==> src/shared/rnirq_pkg.sv <==
package rnirq_pkg;

  // Notification kinds
  typedef enum logic [2:0] {
    RNIRQ_N_IE_RX,
    RNIRQ_N_BCN_RX,
    RNIRQ_N_BCN_SIZE,
    RNIRQ_N_OCC_CHG,
    RNIRQ_N_SLOT_CHG,
    RNIRQ_N_CHAN_CHG,
    RNIRQ_N_UNK_CMD
  } rnirq_kind_t;

  // Beacon type codes
  localparam logic [1:0] BT_SCAN        = 2'h0;
  localparam logic [1:0] BT_NEIGHBOR    = 2'h1;
  localparam logic [1:0] BT_ALIEN_OVLP  = 2'h2;
  localparam logic [1:0] BT_ALIEN_NOVLP = 2'h3;

  // Element identifiers handled here (values arbitrary defaults)
  localparam logic [7:0] EID_PROBE       = 8'h08;
  localparam logic [7:0] EID_APP_SPEC    = 8'hFF;
  localparam logic [7:0] EID_APP_PROBE   = 8'h0F;
  localparam logic [7:0] EID_RELINQUISH  = 8'h0E;

  localparam int         ISRC_W          = 8;
  localparam logic [7:0] RST_SLOT        = 8'h00;

  // Beacon-received descriptor from the receive path
  typedef struct packed {
    logic [15:0] src_addr;
    logic [15:0] info_len;
    logic [7:0]  channel;
    logic [15:0] rx_time;
    logic [7:0]  lqi;
    logic [7:0]  rssi;
    logic [7:0]  slot;
    logic        signaling_slot;
    logic        beacon_period_start_time_aligned;
    logic        bp_overlap;
  } rnirq_bcn_t;

  // Notification record toward the event writer
  typedef struct packed {
    rnirq_kind_t kind;
    logic [15:0] src_addr;
    logic [15:0] length;
    logic [7:0]  channel;
    logic [1:0]  beacon_type;
    logic [15:0] rx_time;
    logic [7:0]  lqi;
    logic [7:0]  rssi;
    logic [7:0]  slot;
    logic        no_slot;
    logic [7:0]  context_id;
  } rnirq_note_t;

endpackage

==> src/core/rnirq_logic.sv <==
// How it works
// - notify element received when target is us or a watched app element
// - source from beacon header; length covers whole element with id and length
// - cover probe, app, app probe, relinquish; probe only if unservable id
// - notify every beacon unless its slot is filtered
// - beacon note carries information length and channel number
// - beacon type zero when not beaconing, or beaconing on a foreign channel
// - own channel: one if aligned, else two overlapping, three otherwise
// - receive time is the 16-bit superframe timing counter at reception
// - link quality 0..255 and signal strength go with the beacon
// - notify on own beacon size change and occupancy element change
// - slot change with no-slot zero after first beacon and on slot moves
// - no slot found, unless a beacon, element or unknown command note wins that cycle: slot change with no-slot one, and stop beaconing in the same cycle
// - notify on channel change element from a neighbor
// - unknown command notifies in any state with its context number
// - command read with interrupt-when-ready sets ready flag
// - event buffer retired sets event-ready flag
// - host bus error clears run, sets host error and halted
// - host errors escalate to a halt of all interface functions
// - function interrupts set source bits in capability order
// - source bits are read-only and follow the function interrupt lines
`timescale 1ns/10ps
`default_nettype none
module rnirq_logic
  import rnirq_pkg::*;
#(
  parameter int NFUNC = ISRC_W
) (
  // Clock and reset
  input  wire logic             clk,
  input  wire logic             rstn,
  // Controller state
  input  wire logic             beaconing,
  input  wire logic             scanning,
  input  wire logic [7:0]       own_channel,
  input  wire logic [15:0]      own_dev_addr,
  // Received element
  input  wire logic             ie_valid,
  input  wire logic [7:0]       ie_id,
  input  wire logic [7:0]       ie_len,
  input  wire logic [15:0]      ie_target,
  input  wire logic [15:0]      ie_src,
  input  wire logic             ie_watched,
  input  wire logic             ie_probe_unservable,
  // Received beacon
  input  wire logic             bcn_valid,
  input  wire rnirq_bcn_t       bcn,
  input  wire logic [255:0]     slot_filter,
  // Own beacon events, channel change element and unknown command
  input  wire logic             size_changed,
  input  wire logic             occ_changed,
  input  wire logic             first_beacon_sent,
  input  wire logic             slot_moved,
  input  wire logic [7:0]       new_slot,
  input  wire logic             slot_lost,
  input  wire logic             chan_chg_ie,
  input  wire logic             unk_cmd,
  input  wire logic [7:0]       unk_ctx,
  // Notification output
  output logic                  note_valid,
  output rnirq_note_t           note,
  output logic                  stop_beaconing,
  // Command and status bits
  input  wire logic             cmd_block_read,
  input  wire logic             irq_when_ready,
  input  wire logic             event_retired,
  input  wire logic             host_err,
  input  wire logic             run_set,
  input  wire logic             ctrl_reset,
  input  wire logic             clr_ready,
  input  wire logic             clr_event,
  input  wire logic             clr_hse,
  output logic                  run,
  output logic                  ready_for_command_flag,
  output logic                  event_ready_flag,
  output logic                  host_sys_err,
  output logic                  halted,
  output logic                  halt_all,
  // Interrupt enables and sources
  input  wire logic             en_ready,
  input  wire logic             en_event,
  input  wire logic             en_hse,
  input  wire logic [NFUNC-1:0] en_src,
  input  wire logic [NFUNC-1:0] func_irq,
  output logic [NFUNC-1:0]      interrupt_source_field,
  output logic                  irq
);

  function automatic logic [1:0] beacon_type(input rnirq_bcn_t b);
    if (!beaconing || b.channel != own_channel)
      return BT_SCAN;
    else if (b.beacon_period_start_time_aligned)
      return BT_NEIGHBOR;
    else if (b.bp_overlap)
      return BT_ALIEN_OVLP;
    else
      return BT_ALIEN_NOVLP;
  endfunction

  logic ie_kind_ok;
  logic ie_hit;
  logic bcn_hit;

  always_comb begin
    case (ie_id)
      EID_PROBE:      ie_kind_ok = ie_probe_unservable;
      EID_APP_SPEC:   ie_kind_ok = 1'b1;
      EID_APP_PROBE:  ie_kind_ok = 1'b1;
      EID_RELINQUISH: ie_kind_ok = 1'b1;
      default:        ie_kind_ok = 1'b0;
    endcase
  end

  assign ie_hit = ie_valid && ie_kind_ok && (ie_target == own_dev_addr || ie_watched);
  assign bcn_hit = bcn_valid && !slot_filter[bcn.slot];

  // One notification per cycle; beacon first, then fixed priority
  always_ff @(posedge clk or negedge rstn) begin
    if (!rstn) begin
      note_valid     <= 1'b0;
      note           <= '0;
      stop_beaconing <= 1'b0;
    end else begin
      note_valid     <= 1'b0;
      stop_beaconing <= 1'b0;
      note           <= '0;
      if (bcn_hit) begin
        note_valid       <= 1'b1;
        note.kind        <= RNIRQ_N_BCN_RX;
        note.src_addr    <= bcn.src_addr;
        note.length      <= bcn.info_len;
        note.channel     <= bcn.channel;
        note.beacon_type <= beacon_type(bcn);
        note.rx_time     <= bcn.rx_time;
        note.lqi         <= bcn.lqi;
        note.rssi        <= bcn.rssi;
        note.slot        <= bcn.slot;
      end else if (ie_hit) begin
        note_valid    <= 1'b1;
        note.kind     <= RNIRQ_N_IE_RX;
        note.src_addr <= ie_src;
        note.length   <= 16'(ie_len) + 16'h0002;
      end else if (unk_cmd) begin
        note_valid      <= 1'b1;
        note.kind       <= RNIRQ_N_UNK_CMD;
        note.context_id <= unk_ctx;
      end else if (slot_lost) begin
        note_valid     <= 1'b1;
        note.kind      <= RNIRQ_N_SLOT_CHG;
        note.no_slot   <= 1'b1;
        stop_beaconing <= 1'b1;
      end else if (first_beacon_sent || slot_moved) begin
        note_valid <= 1'b1;
        note.kind  <= RNIRQ_N_SLOT_CHG;
        note.slot  <= new_slot;
      end else if (chan_chg_ie) begin
        note_valid <= 1'b1;
        note.kind  <= RNIRQ_N_CHAN_CHG;
      end else if (size_changed || occ_changed) begin
        note_valid <= 1'b1;
        note.kind  <= size_changed ? RNIRQ_N_BCN_SIZE : RNIRQ_N_OCC_CHG;
      end
    end
  end

  always_ff @(posedge clk or negedge rstn) begin
    if (!rstn)
      ready_for_command_flag <= 1'b0;
    else if (cmd_block_read && irq_when_ready)
      ready_for_command_flag <= 1'b1;
    else if (clr_ready || ctrl_reset)
      ready_for_command_flag <= 1'b0;
  end

  always_ff @(posedge clk or negedge rstn) begin
    if (!rstn)
      event_ready_flag <= 1'b0;
    else if (event_retired)
      event_ready_flag <= 1'b1;
    else if (clr_event || ctrl_reset)
      event_ready_flag <= 1'b0;
  end

  always_ff @(posedge clk or negedge rstn) begin
    if (!rstn) begin
      run          <= 1'b0;
      host_sys_err <= 1'b0;
      halted       <= 1'b1;
    end else if (host_err) begin
      run          <= 1'b0;
      host_sys_err <= 1'b1;
      halted       <= 1'b1;
    end else if (ctrl_reset) begin
      run          <= 1'b0;
      host_sys_err <= 1'b0;
      halted       <= 1'b1;
    end else begin
      if (clr_hse)
        host_sys_err <= 1'b0;
      if (run_set && !host_sys_err) begin
        run    <= 1'b1;
        halted <= 1'b0;
      end
    end
  end

  assign halt_all = host_sys_err;

  always_ff @(posedge clk or negedge rstn) begin
    if (!rstn)
      interrupt_source_field <= '0;
    else
      interrupt_source_field <= func_irq;
  end

  assign irq = (ready_for_command_flag && en_ready) || (event_ready_flag && en_event) ||
               (host_sys_err && en_hse) || |(interrupt_source_field & en_src);

  // Checks
  a_ie_length: assert property (@(posedge clk) disable iff (!rstn)
    ie_hit && !bcn_hit |=> note_valid && note.length == $past(16'(ie_len)) + 16'h0002)
    else $error("element length wrong");
  a_bcn_filtered: assert property (@(posedge clk) disable iff (!rstn)
    bcn_valid && !slot_filter[bcn.slot] |=> note_valid && note.kind == RNIRQ_N_BCN_RX)
    else $error("beacon not notified");
  a_scan_type: assert property (@(posedge clk) disable iff (!rstn)
    bcn_hit && !beaconing |=> note.beacon_type == BT_SCAN)
    else $error("scan type wrong");
  a_rx_time: assert property (@(posedge clk) disable iff (!rstn)
    bcn_hit |=> note.rx_time == $past(bcn.rx_time))
    else $error("receive time wrong");
  a_slot_lost: assert property (@(posedge clk) disable iff (!rstn)
    slot_lost && !bcn_hit && !ie_hit && !unk_cmd |=>
      stop_beaconing && note_valid && note.no_slot && note.kind == RNIRQ_N_SLOT_CHG)
    else $error("stop without no-slot note");
  a_ready_set: assert property (@(posedge clk) disable iff (!rstn)
    cmd_block_read && irq_when_ready |=> ready_for_command_flag)
    else $error("ready flag not set");
  a_event_set: assert property (@(posedge clk) disable iff (!rstn)
    event_retired |=> event_ready_flag && (!en_event || irq))
    else $error("event flag or irq missing");
  a_host_err: assert property (@(posedge clk) disable iff (!rstn)
    host_err |=> !run && host_sys_err && halted)
    else $error("host error response wrong");
  a_src_follow: assert property (@(posedge clk) disable iff (!rstn)
    $fell(func_irq[0]) |=> !interrupt_source_field[0])
    else $error("source bit not cleared");
  a_irq_mask: assert property (@(posedge clk) disable iff (!rstn)
    !en_ready && !en_event && !en_hse && en_src == '0 |-> !irq)
    else $error("irq without enable");

endmodule
`default_nettype wire

==> config.mk <==
export PLATFORM = sky130hd
export DESIGN_NAME = rnirq_logic
export DESIGN_NICKNAME = d
export VERILOG_FILES = /design/src/shared/rnirq_pkg.sv /design/src/core/rnirq_logic.sv
export SDC_FILE = /design/constraint.sdc
export NUM_CORES = 1
export LEC_CHECK = 0
export BUFFER_PORTS_ARGS = -buffer_cell sky130_fd_sc_hd__buf_4
export CORE_AREA = 4 4 224 226
export CTS_CLUSTER_SIZE = 10
export DETAILED_ROUTE_END_ITERATION = 6
export DIE_AREA = 0 0 228 230
export HOLD_SLACK_MARGIN = 0.15
export PLACE_DENSITY = 0.48
export SLEW_MARGIN = 30
export SYNTH_ARGS = -nofsm -noshare
export SYNTH_HDL_FRONTEND = slang
export SYNTH_SLANG_ARGS = --single-unit
==> constraint.sdc <==
create_clock -name clk -period 2.5 [get_ports clk]
set_input_delay 0 -clock clk [delete_from_list [all_inputs] [get_ports clk]]
set_output_delay 0 -clock clk [all_outputs]
set_load 0.05 [all_outputs]
; After elaboration in Yosys (flattened, before gate mapping)
; Index checks and enable logic that the tools add are counted.
; W data, S select, Z words.
[op_classes]
muxes = 47
addsub = 1
n_lt_le_gt_ge = 1
eq_ne = 6
n_reduce_logical = 26
bitwise_logic = 1
[op_table]
columns = op, n
row1 = $mux W42, 1
row2 = $mux W35, 1
row3 = $mux W32, 1
row4 = $mux W8, 4
row5 = $mux W1, 27
row6 = $eq A8 B4 Y1 const B, 3
row7 = $mux W9, 2
row8 = $mux W17, 1
row9 = $eq A16 B16 Y1, 1
row10 = $mux W3, 5
row11 = $add A8 B2 Y9 const B, 1
row12 = $logic_or A1 B1 Y1, 9
row13 = $lt A8 B9 Y1 const B, 1
row14 = $and A8 B8 Y8, 1
row15 = $bmux W1 S8, 1
row16 = $eq A8 B8 Y1 const B, 1
row17 = $logic_and A1 B1 Y1, 8
row18 = $ne A8 B8 Y1, 1
row19 = $reduce_or A8 Y1, 1
row20 = $mux W2, 3
row21 = $reduce_bool A3 Y1, 2
row22 = $reduce_bool A2 Y1, 2
row23 = $logic_not A1 Y1, 3
row24 = $reduce_or A3 Y1, 1
row25 = $pmux W1 S2, 1
[word_totals]
word_cells = 101
in_bits = 470
regBits = 109

; Depth between registers and ports, before layout
[logic_depth]
ltp_word = 8
depth_mapped = 13

; Least setup slack after synthesis
; No wires, ideal clock.
[synth_path]
path_type = input to register
startpoint = input bcn[8] in the netlist's numbering
endpoint = register note[64] in the netlist's numbering
required_ns = 2.375
path_stages = 8
setup_time_ns = 0.125
arrival_ns = 2.077
setup_slack_ns = 0.298
cell_sequence = clkbuf_1 > or4bb_1 > or4_1 > nand4_1 > nand3b_1 > o311a_4 > buf_6 > mux2_4
[synth_between]
elab_chain_cells = 5
[synth_rtl]
columns = element, line
row1 = from (decl), rnirq_logic.sv:47  ; input wire rnirq_bcn_t bcn,
row2 = $bmux W1 S8, rnirq_logic.sv:115  ; assign bcn_hit = bcn_valid && !slot_filter[bcn.slot];
row3 = $mux W1 (implied by the code), rnirq_logic.sv:115
row4 = $logic_not A1 Y1, rnirq_logic.sv:115
row5 = $logic_and A1 B1 Y1, rnirq_logic.sv:115
row6 = $mux W35, rnirq_logic.sv:127  ; if (bcn_hit) begin
row7 = to (decl), rnirq_logic.sv:61  ; output rnirq_note_t note,
; No other way between the ends. The select of a mux whose other input is x is not followed.
; A chain may end at the register's enable or synchronous reset.

; Final worst setup path
[layout_path]
startpoint = input bcn[4] in the netlist's numbering
endpoint = register note[16] in the netlist's numbering
[layout_between]
elab_chain_cells = 5
[layout_rtl]
columns = element, line
row1 = $bmux W1 S8, rnirq_logic.sv:115
row2 = $mux W1 (implied by the code), rnirq_logic.sv:115
row3 = $logic_not A1 Y1, rnirq_logic.sv:115
row4 = $logic_and A1 B1 Y1, rnirq_logic.sv:115
row5 = $mux W8, rnirq_logic.sv:127
; No other way between the ends. The select of a mux whose other input is x is not followed.

==> impl_results.md <==
- Commonest non-fill, non-tap cells in the layout: buf_4, dlygate4sd3_1, dfrtp_1, and2_1
- Max cap viols: 0
- Largest net degree at the start of global routing: 39
- Die Height: 230 um
- Cell area after layout: 14300 um2
- Syn_area_per_cell: roughly 11 um2
- Crit path DAT: between 2 and 3 ns
- DP Area: 12300 um2
- Vias per cell: around 4
- FP Rows: 81
- Placed instance count: between 1500 and 2000
- Mapped cell area: 6920 um2
- Relative slew slack: 60.4%
- Max clock buf depth: 2
- Post-detail-place hpwl: ~34000 um
- DR vias: ~8000
- Hold Path Class: in -> reg
- Min cycle time layout: about 2.4 ns
- Fmax achieved: approximately 410 MHz
- NumNets Final: approximately 1900
- Starting density of the core: between 10 and 15%
- RD Place Congestion: 0.876
- Fin. Hold Viols: 0
- HP Start: ie_src[11]
- Worst-path clk slew: ~0.080 ns
- Final setup margin: 0.0885 ns
- Chip width: about 230 um
- Synth warnings: 0
- RSZ-0062 raised after global routing: false
- Post-synth top flop: dfrtp_1
- TritonCTS clock tree: done
- PD cells: around 410 nW/um2
- Worst Max-Slew Pin Slew: about 0.59 ns
- Post-synthesis sequential area ratio: around two fifths
- Total Wirelength: ~39000 um
- Number of synthesized register bits: roughly 110
- Post-CTS setup buffer count: 0
- Post-synth EDFFs: 0
- Vias in the first global route: between 9000 and 10000
- Antenna Nets Post-Route: 0
- Synth async-reset ratio: 100%
- First-pass GRT wire length: just under 60000 um
- Gate count after technology mapping: roughly 600
- All-Layer GR Usage: between 10% and 20%
- Slew Limit Fails: 0
- Sink Count: 108
- CTS Buf Count: 9
- Root Buffer: clkbuf_16
- Hold Crit Depth: 4
- Hold endpoint: note[86]$_DFF_PN0_
- Critical R2R Capture: halted$_DFFE_PN1P_
- Status: finished, final reports clean
- Final setup vio count: 0
- Overall power: approximately 5800 uW
- Critical Path Sink Type: flop
- Port Buf Inserts: ~580
- Initial DRC Count: roughly 190
- Worst EP required: about 2.8 ns
- Pleak: 0.00699 uW
- Top Ports: 581
- Drt first pass iters: 4
- Netlist cell types: 63
- R2R setup slack: ~0.94 ns
- H-Tree Depth: 3
- Syn_nets: around 1100
- R2r worst-path depth: 4
- Leading cell type in the layout, fill and taps excluded: buf_4
- Setup crit start: bcn[4]
- Drt drc: 0
- Non-filler cells, final: roughly 2000
- Share of post-route cells with drive strength above 1: between 50% and 60%
- Skew final: 0.000528 ns
- Area growth, synth to finish: 107%
- Worst-skew pair later-pin latency: about 0.36 ns
- Crit start category: primary input
- Largest fanout on the critical path: 10
- Kind of critical path: in -> reg
- CORE AREA: 48300 um2
- Die Footprint: between 50000 and 60000 um2
- Initial antenna violation count: 2
- Reg-to-reg startpoint: halt_all$_DFFE_PN0P_
- Gr ovfl total: 0
- Avg WL per Cell: 19.7 um
- Tcrit/Tclk final: between 90% and 100%
- Placement Setup Slack: -0.294 ns
- Worst VDD drop: between 0.2 and 0.25 mV
==> sequential cells by signal, summed over array words and instances (netlist names) <==
register / cells
interrupt_source_field: 8
run: 1
halt_all: 1
event_ready_flag: 1
ready_for_command_flag: 1
note: 94
note_valid: 1
halted: 1
==> stage by stage <==
step / hold slack, ns / TNS [ns] / util [%]
finish: 0.175 / 0 / 29.5
global route: 0.183 / 0 / 29.5
CTS: 0.170 / 0 / 29.5
detailed placement: -0.00274 / -15.84 / 25.5
global placement: -0.000851 / -12.49 / 25.5
floorplan: -0.296 / 0 / -
==> worst max path at each step <==
stage,endpoint,slack (ns)
finish,note[16]$_DFF_PN0_,0.09
global route,note[16]$_DFF_PN0_,0.002
CTS,note[16]$_DFF_PN0_,0.02
detailed placement,note[13]$_DFF_PN0_,-0.29
global placement,note[13]$_DFF_PN0_,-0.24
floorplan,note[64]$_DFF_PN0_,0.30
==> report_power, final <==
| group | internal, uW | leakage, uW | switching, uW |
|---|---|---|---|
| sequential | 1870 | 0.00142 | 52.7 |
| combinational | 1230 | 0.00543 | 1150 |
| clock | 814 | 0.000144 | 692 |
| total | 3910 | 0.00699 | 1900 |
==> cells by family (layout without fill, tap and decap cells) <==
group	after synthesis	after routing	synth area share, %
AOI/OAI and AO/OA	61	61	6.59
buffers and inverters	71	851	6.37
xor gates and xnor gates	29	29	3.67
and+or+nand+nor	209	209	16.1
adders and majority gates	1	1	0.181
other	0	1	0
muxes	125	125	28.0
DFF	108	108	39.1
==> Yosys cell counts, drive strengths merged, types with 5 or more instances <==
cell type | instances | share of area (%)
a21oi | 11 | 0.80
a22oi | 12 | 1.3
and2 | 49 | 4.4
buf | 32 | 4.3
clkbuf | 10 | 0.54
dfrtp | 107 | 39
inv | 28 | 1.5
mux2 | 34 | 6.9
mux2i | 47 | 6.8
mux4 | 44 | 14
nand2 | 33 | 1.8
nand3 | 18 | 1.3
nand4 | 11 | 1.0
nor2 | 47 | 2.6
nor2b | 9 | 0.81
nor3 | 10 | 0.72
o21ai | 5 | 0.36
xnor2 | 19 | 2.4
xor2 | 10 | 1.3
==> cell type report <==
type / count / area, um2
antenna: 1 / 2.50
clock buffer: 12 / 246
clock inverter: 4 / 55.1
fill: 5054 / 34100
inverter: 29 / 109
multi-input combinational: 425 / 3800
sequential: 108 / 2700
tap: 622 / 778
timing repair buffer: 806 / 6590
==> critical path, stage by stage <==
cell	delay, ns
buf_6	0.13
dlygate4sd3_1	0.56
inv_1	0.14
mux2i_1	0.11
buf_4	0.15
a22oi_2	0.13
nor2b_1	0.06
or4_4	0.50
a22oi_2	0.23
a311oi_2	0.06
dlygate4sd3_1	0.57
==> layer usage <==
metal | routed length, um | vias to the layer above | GRT usage [%] | part of all wire (%)
met5 | 0 | - | 0 | 0
met4 | 1250 | 0 | 5.15 | 3.2
met3 | 3040 | 56 | 4.32 | 7.7
met2 | 21300 | 428 | 28.3 | 54
met1 | 13900 | 3787 | 14.9 | 35
li1 | - | 3738 | - | -
==> repair_timing <==
action                     CTS  global route
setup endpoints to repair    0             6
hold buffers               164             0
hold endpoints to repair   216             0
resized for setup            0             6
(Power assumes the default switching activity.)
